**config.mk**
```make
export PLATFORM = sky130hd
export DESIGN_NAME = usb_fifo_status
export DESIGN_NICKNAME = d
export VERILOG_FILES = /design/src/pkg/usb_fifo_pkg.sv /design/src/hw/usb_fifo_status.sv
export SDC_FILE = /design/constraint.sdc
export NUM_CORES = 1
export LEC_CHECK = 0
export ABC_AREA = 1
export BUFFER_PORTS_ARGS = -buffer_cell sky130_fd_sc_hd__buf_4
export CAP_MARGIN = 20
export CORE_UTILIZATION = 44
export CTS_BUF_LIST = sky130_fd_sc_hd__clkbuf_4 sky130_fd_sc_hd__clkbuf_8
export CTS_CLUSTER_DIAMETER = 150
export CTS_CLUSTER_SIZE = 14
export DETAILED_ROUTE_END_ITERATION = 10
export PLACE_DENSITY = 0.69
export SYNTH_ARGS = -nofsm -noshare
export SYNTH_HDL_FRONTEND = slang
export SYNTH_SLANG_ARGS = --single-unit
```
**constraint.sdc**
```tcl
create_clock -name clk -period 5.3 [get_ports clk]
set_input_delay 1.06 -clock clk [delete_from_list [all_inputs] [get_ports clk]]
set_output_delay 1.06 -clock clk [all_outputs]
set_load 0.01 [all_outputs]
```
**src/pkg/usb_fifo_pkg.sv**
```systemverilog
// Register map, field layout and code constants for the USB FIFO status and sizing block.
package usb_fifo_pkg;

	// Register byte offsets.
	localparam logic [7:0] RX_PEEK_OFFSET   = 8'h1C;
	localparam logic [7:0] RX_POP_OFFSET    = 8'h20;
	localparam logic [7:0] RX_DEPTH_OFFSET  = 8'h24;
	localparam logic [7:0] TX_LAYOUT_OFFSET = 8'h28;
	localparam logic [7:0] NP_STATE_OFFSET  = 8'h2C;
	localparam logic [7:0] MODE_CTRL_OFFSET = 8'h30;
	localparam logic [7:0] TX_PUSH_OFFSET   = 8'h34;
	localparam logic [7:0] REQ_PUSH_OFFSET  = 8'h38;

	// Reset values.
	localparam logic [31:0] RX_DEPTH_RESET  = 32'h00000200;
	localparam logic [31:0] TX_LAYOUT_RESET = 32'h00000200;
	localparam logic [31:0] NP_STATE_RESET  = 32'h00080200;
	localparam logic        HOST_MODE_RESET = 1'b0;

	// Receive-status word field positions.
	localparam int INDEX_LSB = 0;
	localparam int BYTES_LSB = 4;
	localparam int PID_LSB   = 15;
	localparam int STATE_LSB = 17;
	localparam int FRAME_LSB = 21;

	// Queue-state and layout field positions.
	localparam int FREE_SLOTS_LSB = 16;
	localparam int QUEUE_TOP_LSB  = 24;
	localparam int DEPTH_LSB      = 16;
	localparam int REQ_DIR_BIT    = 7;

	// Queue sizes.
	localparam logic [3:0] REQ_SLOTS = 4'h8;
	localparam logic [2:0] RX_SLOTS  = 3'h4;

	// Data PID codes.
	localparam logic [1:0] PID_DATA0 = 2'h0;
	localparam logic [1:0] PID_DATA1 = 2'h2;
	localparam logic [1:0] PID_DATA2 = 2'h1;
	localparam logic [1:0] PID_MDATA = 2'h3;

	// Packet status codes, host mode.
	localparam logic [3:0] HS_IN_RECEIVED    = 4'h2;
	localparam logic [3:0] HS_IN_DONE        = 4'h3;
	localparam logic [3:0] HS_TOGGLE_ERROR   = 4'h5;
	localparam logic [3:0] HS_CHANNEL_HALTED = 4'h7;

	// Packet status codes, device mode.
	localparam logic [3:0] DS_OUT_NAK        = 4'h1;
	localparam logic [3:0] DS_OUT_RECEIVED   = 4'h2;
	localparam logic [3:0] DS_OUT_DONE       = 4'h3;
	localparam logic [3:0] DS_SETUP_DONE     = 4'h4;
	localparam logic [3:0] DS_SETUP_RECEIVED = 4'h6;

	// Request queue entry types.
	localparam logic [1:0] ENTRY_TOKEN = 2'h0;
	localparam logic [1:0] ENTRY_ZLP   = 2'h1;
	localparam logic [1:0] ENTRY_PING  = 2'h2;
	localparam logic [1:0] ENTRY_HALT  = 2'h3;

	// Bus responses.
	localparam logic [1:0] RESP_OKAY   = 2'h0;
	localparam logic [1:0] RESP_SLVERR = 2'h2;

endpackage

```
**src/hw/usb_fifo_status.sv**
```systemverilog
// FIFO status and sizing registers of a full-speed USB controller, with an AXI4-Lite slave.
`timescale 1ns/100ps

module usb_fifo_status (
	// Clock, reset and enable.
	input  wire logic        clk,
	input  wire logic        reset_n,
	input  wire logic        ce,
	// AXI4-Lite write channels.
	input  wire logic        awvalid,
	output logic             awready,
	input  wire logic [7:0]  awaddr,
	input  wire logic        wvalid,
	output logic             wready,
	input  wire logic [31:0] wdata,
	input  wire logic [3:0]  wstrb,
	output logic             bvalid,
	input  wire logic        bready,
	output logic [1:0]       bresp,
	// AXI4-Lite read channels.
	input  wire logic        arvalid,
	output logic             arready,
	input  wire logic [7:0]  araddr,
	output logic             rvalid,
	input  wire logic        rready,
	output logic [31:0]      rdata,
	output logic [1:0]       rresp,
	// Receive status from the link side.
	input  wire logic        rxPushValid,
	output logic             rxPushReady,
	input  wire logic [3:0]  rxPushIndex,
	input  wire logic [10:0] rxPushBytes,
	input  wire logic [1:0]  rxPushPid,
	input  wire logic [3:0]  rxPushState,
	input  wire logic [3:0]  rxPushFrame,
	// Non-periodic transmit words toward the link side.
	output logic             txWordStrobe,
	output logic [31:0]      txWord,
	input  wire logic        txWordTaken,
	// Non-periodic request queue head toward the link side.
	output logic             reqHeadValid,
	output logic [7:0]       reqHead,
	input  wire logic        reqTaken
);

	function automatic logic [31:0] mergeBytes(input logic [31:0] oldVal,
		input logic [31:0] newVal, input logic [3:0] strb);
		logic [31:0] res;
		res = oldVal;
		for (int i = 0; i < 4; i++) begin
			if (strb[i]) begin
				res[8*i +: 8] = newVal[8*i +: 8];
			end
		end
		return res;
	endfunction

	function automatic logic sameWord(input logic [7:0] a, input logic [7:0] b);
		return a[7:2] == b[7:2];
	endfunction

	function automatic logic legalState(input logic host, input logic [3:0] code);
		if (host) begin
			return code == usb_fifo_pkg::HS_IN_RECEIVED || code == usb_fifo_pkg::HS_IN_DONE
				|| code == usb_fifo_pkg::HS_TOGGLE_ERROR
				|| code == usb_fifo_pkg::HS_CHANNEL_HALTED;
		end
		return code == usb_fifo_pkg::DS_OUT_NAK || code == usb_fifo_pkg::DS_OUT_RECEIVED
			|| code == usb_fifo_pkg::DS_OUT_DONE || code == usb_fifo_pkg::DS_SETUP_DONE
			|| code == usb_fifo_pkg::DS_SETUP_RECEIVED;
	endfunction

	// Configuration, mode and transmit occupancy state.
	logic        hostMode_q;
	logic [15:0] rxDepthWords_q;
	logic [31:0] txLayout_q;
	logic [15:0] txUsed_q;

	// Request queue and receive status queue storage.
	logic [7:0]  reqMem [0:7];
	logic [2:0]  reqWr_q;
	logic [2:0]  reqRd_q;
	logic [3:0]  reqCount_q;
	logic [24:0] rxMem [0:3];
	logic [1:0]  rxWr_q;
	logic [1:0]  rxRd_q;
	logic [2:0]  rxCount_q;

	// Bus slave state.
	logic        awready_q;
	logic        wready_q;
	logic        awHeld_q;
	logic        wHeld_q;
	logic [7:0]  awAddr_q;
	logic [31:0] wData_q;
	logic [3:0]  wStrb_q;
	logic        bvalid_q;
	logic [1:0]  bresp_q;
	logic        arready_q;
	logic        rvalid_q;
	logic [31:0] rdata_q;
	logic [1:0]  rresp_q;

	// Link-side output registers.
	logic        rxPushReady_q;
	logic        txWordStrobe_q;
	logic [31:0] txWord_q;
	logic        reqHeadValid_q;
	logic [7:0]  reqHead_q;

	// Write channel handshake and decode.
	wire         awTake = ce && awvalid && awready_q;
	wire         wTake = ce && wvalid && wready_q;
	wire         awHave = awHeld_q || awTake;
	wire         wHave = wHeld_q || wTake;
	wire         doWrite = awHave && wHave && !bvalid_q;
	wire [7:0]   wrAddr = awHeld_q ? awAddr_q : awaddr;
	wire [31:0]  wrData = wHeld_q ? wData_q : wdata;
	wire [3:0]   wrStrb = wHeld_q ? wStrb_q : wstrb;
	wire         awHeld_d = awHave && !doWrite;
	wire         wHeld_d = wHave && !doWrite;
	wire         bvalid_d = doWrite || (bvalid_q && !bready);
	wire         wrDepth = doWrite && sameWord(wrAddr, usb_fifo_pkg::RX_DEPTH_OFFSET);
	wire         wrLayout = doWrite && sameWord(wrAddr, usb_fifo_pkg::TX_LAYOUT_OFFSET);
	wire         wrMode = doWrite && sameWord(wrAddr, usb_fifo_pkg::MODE_CTRL_OFFSET);
	wire         wrTxPush = doWrite && sameWord(wrAddr, usb_fifo_pkg::TX_PUSH_OFFSET);
	wire         wrReqPush = doWrite && sameWord(wrAddr, usb_fifo_pkg::REQ_PUSH_OFFSET);
	wire         wrReadOnly = sameWord(wrAddr, usb_fifo_pkg::RX_PEEK_OFFSET)
		|| sameWord(wrAddr, usb_fifo_pkg::RX_POP_OFFSET)
		|| sameWord(wrAddr, usb_fifo_pkg::NP_STATE_OFFSET);
	wire         wrMapped = wrReadOnly || sameWord(wrAddr, usb_fifo_pkg::RX_DEPTH_OFFSET)
		|| sameWord(wrAddr, usb_fifo_pkg::TX_LAYOUT_OFFSET)
		|| sameWord(wrAddr, usb_fifo_pkg::MODE_CTRL_OFFSET)
		|| sameWord(wrAddr, usb_fifo_pkg::TX_PUSH_OFFSET)
		|| sameWord(wrAddr, usb_fifo_pkg::REQ_PUSH_OFFSET);
	wire [31:0]  depthMerged = mergeBytes({16'h0000, rxDepthWords_q}, wrData, wrStrb);

	// Transmit word accounting; the depth field is used as written, unclamped. A zero depth
	// lies outside the legal range and means the FIFO was never sized, so the free count
	// then shows the reset free space instead of a full FIFO.
	wire [15:0]  depthField = txLayout_q[31:usb_fifo_pkg::DEPTH_LSB];
	wire [15:0]  txDepth = (depthField != 16'h0000) ? depthField
		: usb_fifo_pkg::NP_STATE_RESET[15:0];
	wire [15:0]  freeWords = (txUsed_q >= txDepth) ? 16'h0000 : txDepth - txUsed_q;
	wire         txAccept = wrTxPush && freeWords != 16'h0000;
	wire         txPop = ce && txWordTaken && txUsed_q != 16'h0000;

	// Request queue accounting.
	wire         reqAccept = wrReqPush && wrStrb[0] && reqCount_q != usb_fifo_pkg::REQ_SLOTS
		&& (hostMode_q || !wrData[usb_fifo_pkg::REQ_DIR_BIT]);
	wire         reqPop = ce && reqTaken && reqHeadValid_q;
	wire [7:0]   freeSlots = {4'h0, usb_fifo_pkg::REQ_SLOTS - reqCount_q};
	wire [6:0]   queueTop = (reqCount_q != 4'h0) ? reqMem[reqRd_q][6:0] : 7'h00;

	// Receive status queue accounting.
	wire         arTake = ce && arvalid && arready_q;
	wire         rxAccept = ce && rxPushValid && rxPushReady_q
		&& legalState(hostMode_q, rxPushState);
	wire         rxPop = arTake && sameWord(araddr, usb_fifo_pkg::RX_POP_OFFSET)
		&& rxCount_q != 3'h0;
	wire [2:0]   rxCount_d = rxCount_q + {2'b00, rxAccept} - {2'b00, rxPop};
	wire [3:0]   frameBits = hostMode_q ? 4'h0 : rxPushFrame;
	wire [24:0]  rxEntry = {frameBits, rxPushState, rxPushPid, rxPushBytes, rxPushIndex};
	wire [31:0]  rxHead = (rxCount_q != 3'h0) ? {7'h00, rxMem[rxRd_q]} : 32'h00000000;

	// Read data selection; reserved bits are zero by construction.
	wire [31:0]  npState = {1'b0, queueTop, freeSlots, freeWords};
	wire         rdRx = sameWord(araddr, usb_fifo_pkg::RX_PEEK_OFFSET)
		|| sameWord(araddr, usb_fifo_pkg::RX_POP_OFFSET);
	wire         rdDepth = sameWord(araddr, usb_fifo_pkg::RX_DEPTH_OFFSET);
	wire         rdLayout = sameWord(araddr, usb_fifo_pkg::TX_LAYOUT_OFFSET);
	wire         rdState = sameWord(araddr, usb_fifo_pkg::NP_STATE_OFFSET);
	wire         rdMode = sameWord(araddr, usb_fifo_pkg::MODE_CTRL_OFFSET);
	wire         rdPushOnly = sameWord(araddr, usb_fifo_pkg::TX_PUSH_OFFSET)
		|| sameWord(araddr, usb_fifo_pkg::REQ_PUSH_OFFSET);
	wire [31:0]  rdValue = rdRx ? rxHead
		: rdDepth ? {16'h0000, rxDepthWords_q}
		: rdLayout ? txLayout_q
		: rdState ? npState
		: rdMode ? {31'h00000000, hostMode_q}
		: 32'h00000000;
	wire         rdMapped = rdRx || rdDepth || rdLayout || rdState || rdMode || rdPushOnly;

	// Write channel.
	always_ff @(posedge clk or negedge reset_n) begin
		if (!reset_n) begin
			awready_q <= 1'b1;
			wready_q <= 1'b1;
			awHeld_q <= 1'b0;
			wHeld_q <= 1'b0;
			awAddr_q <= 8'h00;
			wData_q <= 32'h00000000;
			wStrb_q <= 4'h0;
			bvalid_q <= 1'b0;
			bresp_q <= usb_fifo_pkg::RESP_OKAY;
		end else if (ce) begin
			awHeld_q <= awHeld_d;
			wHeld_q <= wHeld_d;
			awready_q <= !awHeld_d && !bvalid_d;
			wready_q <= !wHeld_d && !bvalid_d;
			bvalid_q <= bvalid_d;
			if (awTake) begin
				awAddr_q <= awaddr;
			end
			if (wTake) begin
				wData_q <= wdata;
				wStrb_q <= wstrb;
			end
			if (doWrite) begin
				bresp_q <= wrMapped ? usb_fifo_pkg::RESP_OKAY : usb_fifo_pkg::RESP_SLVERR;
			end
		end
	end

	// Read channel; a pop read removes the entry in the same edge that takes the address.
	always_ff @(posedge clk or negedge reset_n) begin
		if (!reset_n) begin
			arready_q <= 1'b1;
			rvalid_q <= 1'b0;
			rdata_q <= 32'h00000000;
			rresp_q <= usb_fifo_pkg::RESP_OKAY;
		end else if (ce) begin
			if (arTake) begin
				arready_q <= 1'b0;
				rvalid_q <= 1'b1;
				rdata_q <= rdValue;
				rresp_q <= rdMapped ? usb_fifo_pkg::RESP_OKAY : usb_fifo_pkg::RESP_SLVERR;
			end else if (rvalid_q && rready) begin
				arready_q <= 1'b1;
				rvalid_q <= 1'b0;
			end
		end
	end

	// Software-written configuration.
	always_ff @(posedge clk or negedge reset_n) begin
		if (!reset_n) begin
			hostMode_q <= usb_fifo_pkg::HOST_MODE_RESET;
			rxDepthWords_q <= usb_fifo_pkg::RX_DEPTH_RESET[15:0];
			txLayout_q <= usb_fifo_pkg::TX_LAYOUT_RESET;
		end else if (ce) begin
			if (wrMode && wrStrb[0]) begin
				hostMode_q <= wrData[0];
			end
			if (wrDepth) begin
				rxDepthWords_q <= depthMerged[15:0];
			end
			if (wrLayout) begin
				txLayout_q <= mergeBytes(txLayout_q, wrData, wrStrb);
			end
		end
	end

	// Transmit word occupancy and the word handed to the link.
	always_ff @(posedge clk or negedge reset_n) begin
		if (!reset_n) begin
			txUsed_q <= 16'h0000;
			txWordStrobe_q <= 1'b0;
			txWord_q <= 32'h00000000;
		end else if (ce) begin
			txUsed_q <= txUsed_q + {15'h0000, txAccept} - {15'h0000, txPop};
			txWordStrobe_q <= txAccept;
			if (txAccept) begin
				txWord_q <= wrData;
			end
		end
	end

	// Request queue. The head output lags the queue by one edge, so a taken head
	// drops valid for one cycle before the next entry shows; this keeps outputs flopped.
	always_ff @(posedge clk or negedge reset_n) begin
		if (!reset_n) begin
			reqWr_q <= 3'h0;
			reqRd_q <= 3'h0;
			reqCount_q <= 4'h0;
			reqHeadValid_q <= 1'b0;
			reqHead_q <= 8'h00;
		end else if (ce) begin
			if (reqAccept) begin
				reqMem[reqWr_q] <= wrData[7:0];
				reqWr_q <= reqWr_q + 3'h1;
			end
			if (reqPop) begin
				reqRd_q <= reqRd_q + 3'h1;
			end
			reqCount_q <= reqCount_q + {3'h0, reqAccept} - {3'h0, reqPop};
			reqHeadValid_q <= reqCount_q != 4'h0 && !reqPop;
			reqHead_q <= reqMem[reqRd_q];
		end
	end

	// Receive status queue.
	always_ff @(posedge clk or negedge reset_n) begin
		if (!reset_n) begin
			rxWr_q <= 2'h0;
			rxRd_q <= 2'h0;
			rxCount_q <= 3'h0;
			rxPushReady_q <= 1'b1;
		end else if (ce) begin
			if (rxAccept) begin
				rxMem[rxWr_q] <= rxEntry;
				rxWr_q <= rxWr_q + 2'h1;
			end
			if (rxPop) begin
				rxRd_q <= rxRd_q + 2'h1;
			end
			rxCount_q <= rxCount_d;
			rxPushReady_q <= rxCount_d != usb_fifo_pkg::RX_SLOTS;
		end
	end

	assign awready = awready_q;
	assign wready = wready_q;
	assign bvalid = bvalid_q;
	assign bresp = bresp_q;
	assign arready = arready_q;
	assign rvalid = rvalid_q;
	assign rdata = rdata_q;
	assign rresp = rresp_q;
	assign rxPushReady = rxPushReady_q;
	assign txWordStrobe = txWordStrobe_q;
	assign txWord = txWord_q;
	assign reqHeadValid = reqHeadValid_q;
	assign reqHead = reqHead_q;
endmodule

```
# ---- Word level (Yosys, flattened, before mapping)
# Memory sizes are Yosys's and may differ from the RTL's.
# Index checks and enable logic that the tools add are counted.
dict set report op_classes {
  add_sub_neg 12
  multipliers 0
  div 0
  n_lt_le_gt_ge 1
  n_eq_ne 25
  n_shift 0
  n_mux 28
  bitwise 0
  reduce_logical 92
}
# op n
set op_table {}
lappend op_table {{$mux 32} 4}
lappend op_table {{$eq 6x4->1 const B} 14}
lappend op_table {{$reduce_bool 16->1} 3}
lappend op_table {{$logic_and 1x1->1} 36}
lappend op_table {{$mux 16} 2}
lappend op_table {{$mux 31} 1}
lappend op_table {{$logic_or 1x1->1} 25}
lappend op_table {{$mux 25} 1}
lappend op_table {{$reduce_and 2->1} 11}
lappend op_table {{$reduce_and 3->1} 6}
lappend op_table {{$add 16x1->16} 1}
lappend op_table {{$eq 4x3->1 const B} 4}
lappend op_table {{$ge 16x16->1} 1}
lappend op_table {{$sub 16x1->16} 1}
lappend op_table {{$sub 16x16->16} 1}
lappend op_table {{$mux 1} 14}
lappend op_table {{$eq 6x3->1 const B} 2}
lappend op_table {{$eq 4x2->1 const B} 2}
lappend op_table {{$logic_not 1->1} 8}
lappend op_table {{$mux 4} 2}
lappend op_table {{$mux 8} 1}
lappend op_table {{$mux 7} 1}
lappend op_table {{$add 3x1->3 const B} 2}
lappend op_table {{$add 2x1->2 const B} 2}
lappend op_table {{other kinds (12)} 13}
dict set report totals {
  regBits 212
  latch_bits 0
  mem_bits_rw 164
  rom_bits 0
  inputBits 88
  out_inout_bits 84
  wordCells 192
  mem_count 2
}
# name words width rd rd_clocked_by_memory_dff wr line_no
set mem_list {}
lappend mem_list {rxMem 4 25 1 0 1 usb_fifo_status.sv:84} ;# logic [24:0] rxMem [0:3];
lappend mem_list {reqMem 8 8 1 0 1 usb_fifo_status.sv:80} ;# logic [7:0] reqMem [0:7];

# ---- Longest topological paths before layout
dict set report depth {
  depth_word 13
  mapped_depth 35
  ltp_nobuf 34
}

# ---- Least setup slack after synthesis
# OpenSTA, ideal clock, no wires.
dict set report synth_path {
  kind {register -> register}
  startpoint {register txLayout_q[24]}
  endpoint {register txUsed_q[11]}
  setup_ps 134
  arrival_time_ps 4051
  required_time_ps 5166
  slack_ps 1115
  stages_incl_launch_ff 29
  path_buffers 2
  period_less_slack_ps 4185
  path_cell_list {dfrtp_1 -> nor4_1 -> a41o_1 -> ha_1 -> nand2_1 -> nand2_1 -> nand2_1 -> nand2_1 -> a21oi_1 -> a21oi_4 -> buf_6 -> nand3_2 -> nand2_2 -> nor2_2 -> nand3_4 -> buf_6 -> nand2_1 -> ha_1 -> inv_1 -> ha_1 -> nand3_1 -> nand3_1 -> a21oi_1 -> o21ai_0 -> a21boi_0 -> o21ai_0 -> or2_2 -> nand3_1 -> o21ai_0}
}
dict set report synth_between {
  elab_chain_cells 8
  word_cells_on_any_way 9
  cone_classes {add/sub (3); order compare (1); mux (2); reduce/logical (3)}
}
# item line_no
set synth_lines {}
lappend synth_lines {{from (decl)} usb_fifo_status.sv:76} ;# logic [31:0] txLayout_q;
lappend synth_lines {{from (signal assigned)} usb_fifo_status.sv:240} ;# txLayout_q <= usb_fifo_pkg::TX_LAYOUT_RESET;
lappend synth_lines {{from (signal assigned)} usb_fifo_status.sv:249} ;# txLayout_q <= mergeBytes(txLayout_q, wrData, wrStrb);
lappend synth_lines {{$reduce_bool 16->1} usb_fifo_status.sv:142} ;# wire [15:0] txDepth = (depthField != 16'h0000) ? depthField
lappend synth_lines {{$mux 16 (*)} usb_fifo_status.sv:142}
lappend synth_lines {{$sub 16x16->16 / $ge 16x16->1 (equally long branches)} usb_fifo_status.sv:144} ;# wire [15:0] freeWords = (txUsed_q >= txDepth) ? 16'h0000 : txDepth - txUsed_q;
lappend synth_lines {{$mux 16 (*)} usb_fifo_status.sv:144}
lappend synth_lines {{$reduce_bool 16->1 (*)} usb_fifo_status.sv:145} ;# wire txAccept = wrTxPush && freeWords != 16'h0000;
lappend synth_lines {{$logic_and 1x1->1 (*)} usb_fifo_status.sv:145}
lappend synth_lines {{$add 16x1->16 (*)} usb_fifo_status.sv:261} ;# txUsed_q <= txUsed_q + {15'h0000, txAccept} - {15'h0000, txPop};
lappend synth_lines {{$sub 16x1->16 (*)} usb_fifo_status.sv:261}
lappend synth_lines {{to (signal assigned)} usb_fifo_status.sv:261}
lappend synth_lines {{to (decl)} usb_fifo_status.sv:77} ;# logic [15:0] txUsed_q;
# Mark *: on every way between the ends. The rest lies on a longest branch, timed or not.
# A chain may end at the register's enable or synchronous reset.

# ---- Worst setup path after layout
dict set report layout_path {
  startpoint {register txLayout_q[16]}
  endpoint {register txUsed_q[11]}
}
# The elaborated chain is that of the path after synthesis.

==> reports/results.tsv <==
stage	metric	value	unit
pwr	powerDensity	490	mW/mm^2
synth	synth_most_common_cell	nand2_1	
global_routing	antenna_found_initial	0	
critical_path	cp-start-kind	register	
global_routing	grt_pass1_vias	13644	
synth	avgSynthCellArea	9.30	um^2
finish	fillers	3681	
critical_path	crit_start	txLayout_q[16]$_DFFE_PN0P_	
synth	yosys_warnings	0	
critical_path	crit_path_end_kind	register	
synth	synthSimpleGateAreaFrac	0.173	
floorplanning	start_util	0.449	
sta	fin_crit	5.02	ns
floorplanning	die_width	204	um
synth	yosys_most_used_dff	dfrtp_1	
sta	final_max_slew_viol_count	0	
job	drv_cap	0	
sta	hold_viol	0	
sta	hold_slack	0.416	ns
synth	ys_top_cells_by_count	427 x nand2_1, 261 x o21ai_0, 223 x inv_1	
pwr	max-vdd-ir-drop	0.000334	V
place	gp_congestion	0.924	
critical_path	crit_fanout	10	
finish	antennaDiodeCount	0	
route	wl_per_cell	18.8	um
clocking	htree_num_levels	1	
place	numPlacedInstances	2553	
clocking	cts_made_buffers	30	
synth	synth_top_family_by_area	simple AND/OR/NAND/NOR gates	
sta	fmax	199	MHz
floorplanning	dieHeight	204	um
critical_path	r2r_slack	0.28	ns
route	ant_nets	0	
place	hpwlAfterDp	34200	um
clocking	postCtsSetupBuffers	0	
global_routing	grt_overflow_total	0	
route	vias	14164	
floorplanning	core-area	0.0400	mm^2
sta	finalSetupViolCount	0	
critical_path	r2r_cells	27	
sta	skew	0.0380	ns
sta	fin_crit_sh	0.946	
critical_path	worst-setup-path-type	register to register	
sta	slew_headroom	0.280	
synth	yosys.area.top_type	dfrtp_1	
critical_path	r2r-start	txLayout_q[16]$_DFFE_PN0P_	
clocking	cts_root_buffer	clkbuf_8	
floorplanning	io-pin-count	172	
clocking	cts_resized	0	
critical_path	cp_data_required_time	5.81	ns
sta	tightestPinTransition	1.07	ns
sta	setup_slack	0.284	ns
route	drt_iter0_drc	1037	
synth	muxShareOfSynthArea	0.0109	
synth	async_reset_ff_frac	0.559	
finish	multiInputGateArea	0.00656	mm^2
synth	synthesis.area	0.0180	mm^2
finish	finalNetCount	2209	
synth	ys_types	61	
synth	synth-compound-area-share	0.127	
sta	finalSetupTns	0	ns
clocking	cts.path.max_buffers	3	
clocking	cts_hold_buffers	0	
worst_hold_path	hold_path.class	input pin to asynchronous set/reset pin	
synth	synthXorXnorAreaFrac	0.00926	
finish	ff_latch_area	0.0101	mm^2
finish	drive_above_1_share	0.148	
synth	yosysTopAreaCellShare	0.281	
synth	synth_edf_count	164	
finish	layout.cells.non_filler	2611	
critical_path	reg2reg_to	txUsed_q[11]$_DFFE_PN0P_	
synth	synth-seq-cells	372	
floorplanning	die-area	0.0416	mm^2
finish	synthToLayoutAreaGrowth	13.1	%
route	drcViolationCount	0	
clocking	cts_tree	yes	
status	outcome	finished clean	
pwr	leakage	9.28	nW
route	vias_per_cell	5.42	
clocking	clk_pin_slew_worst_paths	0.11	ns
place	io_buffers	165	
sta	grt_setup_unrepaired	no	
global_routing	grt_pass1_wl	75700	um
floorplanning	rows	73	
synth	synthCells	1932	
clocking	clk_latency	0.66	ns
place	place_ws	0.297	ns
global_routing	grt_util_all_layers	0.236	
synth	ys_seq_area_frac	0.564	
synth	synth_area_leaders	dfrtp_1 28%, edfxtp_1 27%, nand2_1 8.9%, o21ai_0 7.3%, inv_1 4.7%	
route	wirelength	49000	um
clocking	cts.sinks	372	
global_routing	grt_max_degree	117	
route	first_pass_iters	6	
synth	synthAdderAreaFrac	0.0428	
critical_path	cp.arrival	5.53	ns
how the worst max path moves through the flow:
| stage | slack, ns | cells after the start | end |
|---|---|---|---|
| CTS | 0.31 | 27 | txUsed_q[11]$_DFFE_PN0P_ |
| finish | 0.28 | 27 | txUsed_q[11]$_DFFE_PN0P_ |
| global route | 0.01 | 27 | txUsed_q[11]$_DFFE_PN0P_ |
| global placement | 0.41 | 27 | txUsed_q[11]$_DFFE_PN0P_ |
| floorplan | 1.11 | 28 | txUsed_q[11]$_DFFE_PN0P_ |
| detailed placement | 0.30 | 27 | txUsed_q[11]$_DFFE_PN0P_ |
report_power, final:
group	internal [W]	switching, W	leakage [nW]
sequential	0.00367	0.000432	4.12
clock	0.000702	0.000959	0.335
combinational	0.00151	0.00270	4.83
total	0.00588	0.00409	9.28
stage by stage:
step           cell area, um^2  power [W]  utilization
3_3_place_gp             19700    0.00818        0.492
6_report                 20300    0.00997        0.508
3_5_place_dp             19700    0.00830        0.492
2_1_floorplan            18000    0.00679            -
4_1_cts                  20300    0.00997        0.507
5_1_grt                  20300     0.0107        0.508
flip-flops by register name, indices dropped and copies added (netlist names), 2 cells and up:
| signal | count |
|---|---|
| txLayout_q | 32 |
| txWord | 32 |
| rxWr_q | 2 |
| reqHead | 8 |
| rxCount_q | 3 |
| reqWr_q | 3 |
| rxDepthWords_q | 16 |
| reqMem | 64 |
| reqCount_q | 4 |
| rxMem | 100 |
| rxRd_q | 2 |
| awAddr_q | 6 |
| wData_q | 32 |
| txUsed_q | 16 |
| rdata | 32 |
| reqRd_q | 3 |
| wStrb_q | 4 |
critical path: stages (launching register included):
cell and delay (ns):
dfrtp_1 0.42, nor4_2 0.38, a41o_1 0.25, ha_1 0.28, nand2_1 0.08, nand2_1 0.07
nand2_1 0.06, nand2_1 0.06, a21oi_1 0.30, a21oi_4 0.15, buf_4 0.19, o21ai_0 0.08
nand2_1 0.09, nor2_1 0.19, nand3_4 0.10, nand2_1 0.11, ha_1 0.15, inv_1 0.06
ha_1 0.27, nand3_1 0.07, nand3_1 0.11, a21oi_1 0.25, o21ai_0 0.16, a21boi_0 0.38
o21ai_0 0.17, or2_2 0.29, nand3_1 0.06, o21ai_0 0.08
logic make-up after synthesis:
family | count (synthesis)
flip-flops | 372
buffers and inverters | 325
AND/OR/NAND/NOR | 736
adder cells (fa/ha/maj) | 59
multiplexers | 17
AO/OA/AOI/OAI | 403
other | 1
XOR/XNOR | 19
cells in the final DEF, fill, tap and decap left out, types with 4 or more instances in the layout:
| cell | n |
|---|---|
| o2111ai_1 | 4 |
| xnor2_1 | 5 |
| edfxtp_1 | 164 |
| a221oi_1 | 4 |
| o21ai_1 | 4 |
| dfrtp_1 | 202 |
| a2bb2oi_1 | 4 |
| o221ai_1 | 12 |
| o21bai_1 | 4 |
| mux2_2 | 13 |
| o22ai_1 | 33 |
| o211ai_1 | 6 |
| nand4_1 | 49 |
| fa_1 | 4 |
| a21oi_1 | 50 |
| nor3_1 | 8 |
| nand2_2 | 5 |
| xor2_1 | 14 |
| nand2_1 | 427 |
| nor2_2 | 8 |
| or2_2 | 9 |
| dfstp_2 | 6 |
| buf_4 | 193 |
| nand3_1 | 65 |
| nand3b_1 | 5 |
| ha_1 | 55 |
| o21ai_0 | 258 |
| a32o_1 | 4 |
| inv_1 | 223 |
| clkbuf_8 | 30 |
| nor2_1 | 145 |
| clkbuf_4 | 24 |
cell type report:
type                       count  area share
inverter                     226      0.0417
clock buffer                  54      0.0292
tap                          525      0.0323
timing repair buffer         196      0.0744
sequential                   372       0.499
multi-input combinational   1236       0.323
clock inverter                 2    0.000862
metal layers:
metal | GRT usage | vias to the layer above | part of all wire
met3 | 0.0320 | 77 | 0.058
met5 | 0 | - | 0
met1 | 0.333 | 6903 | 0.45
met4 | 0.0770 | 0 | 0.032
met2 | 0.375 | 456 | 0.46
li1 | - | 6728 | -
No activity file was read; power rests on OpenSTA's default activity.
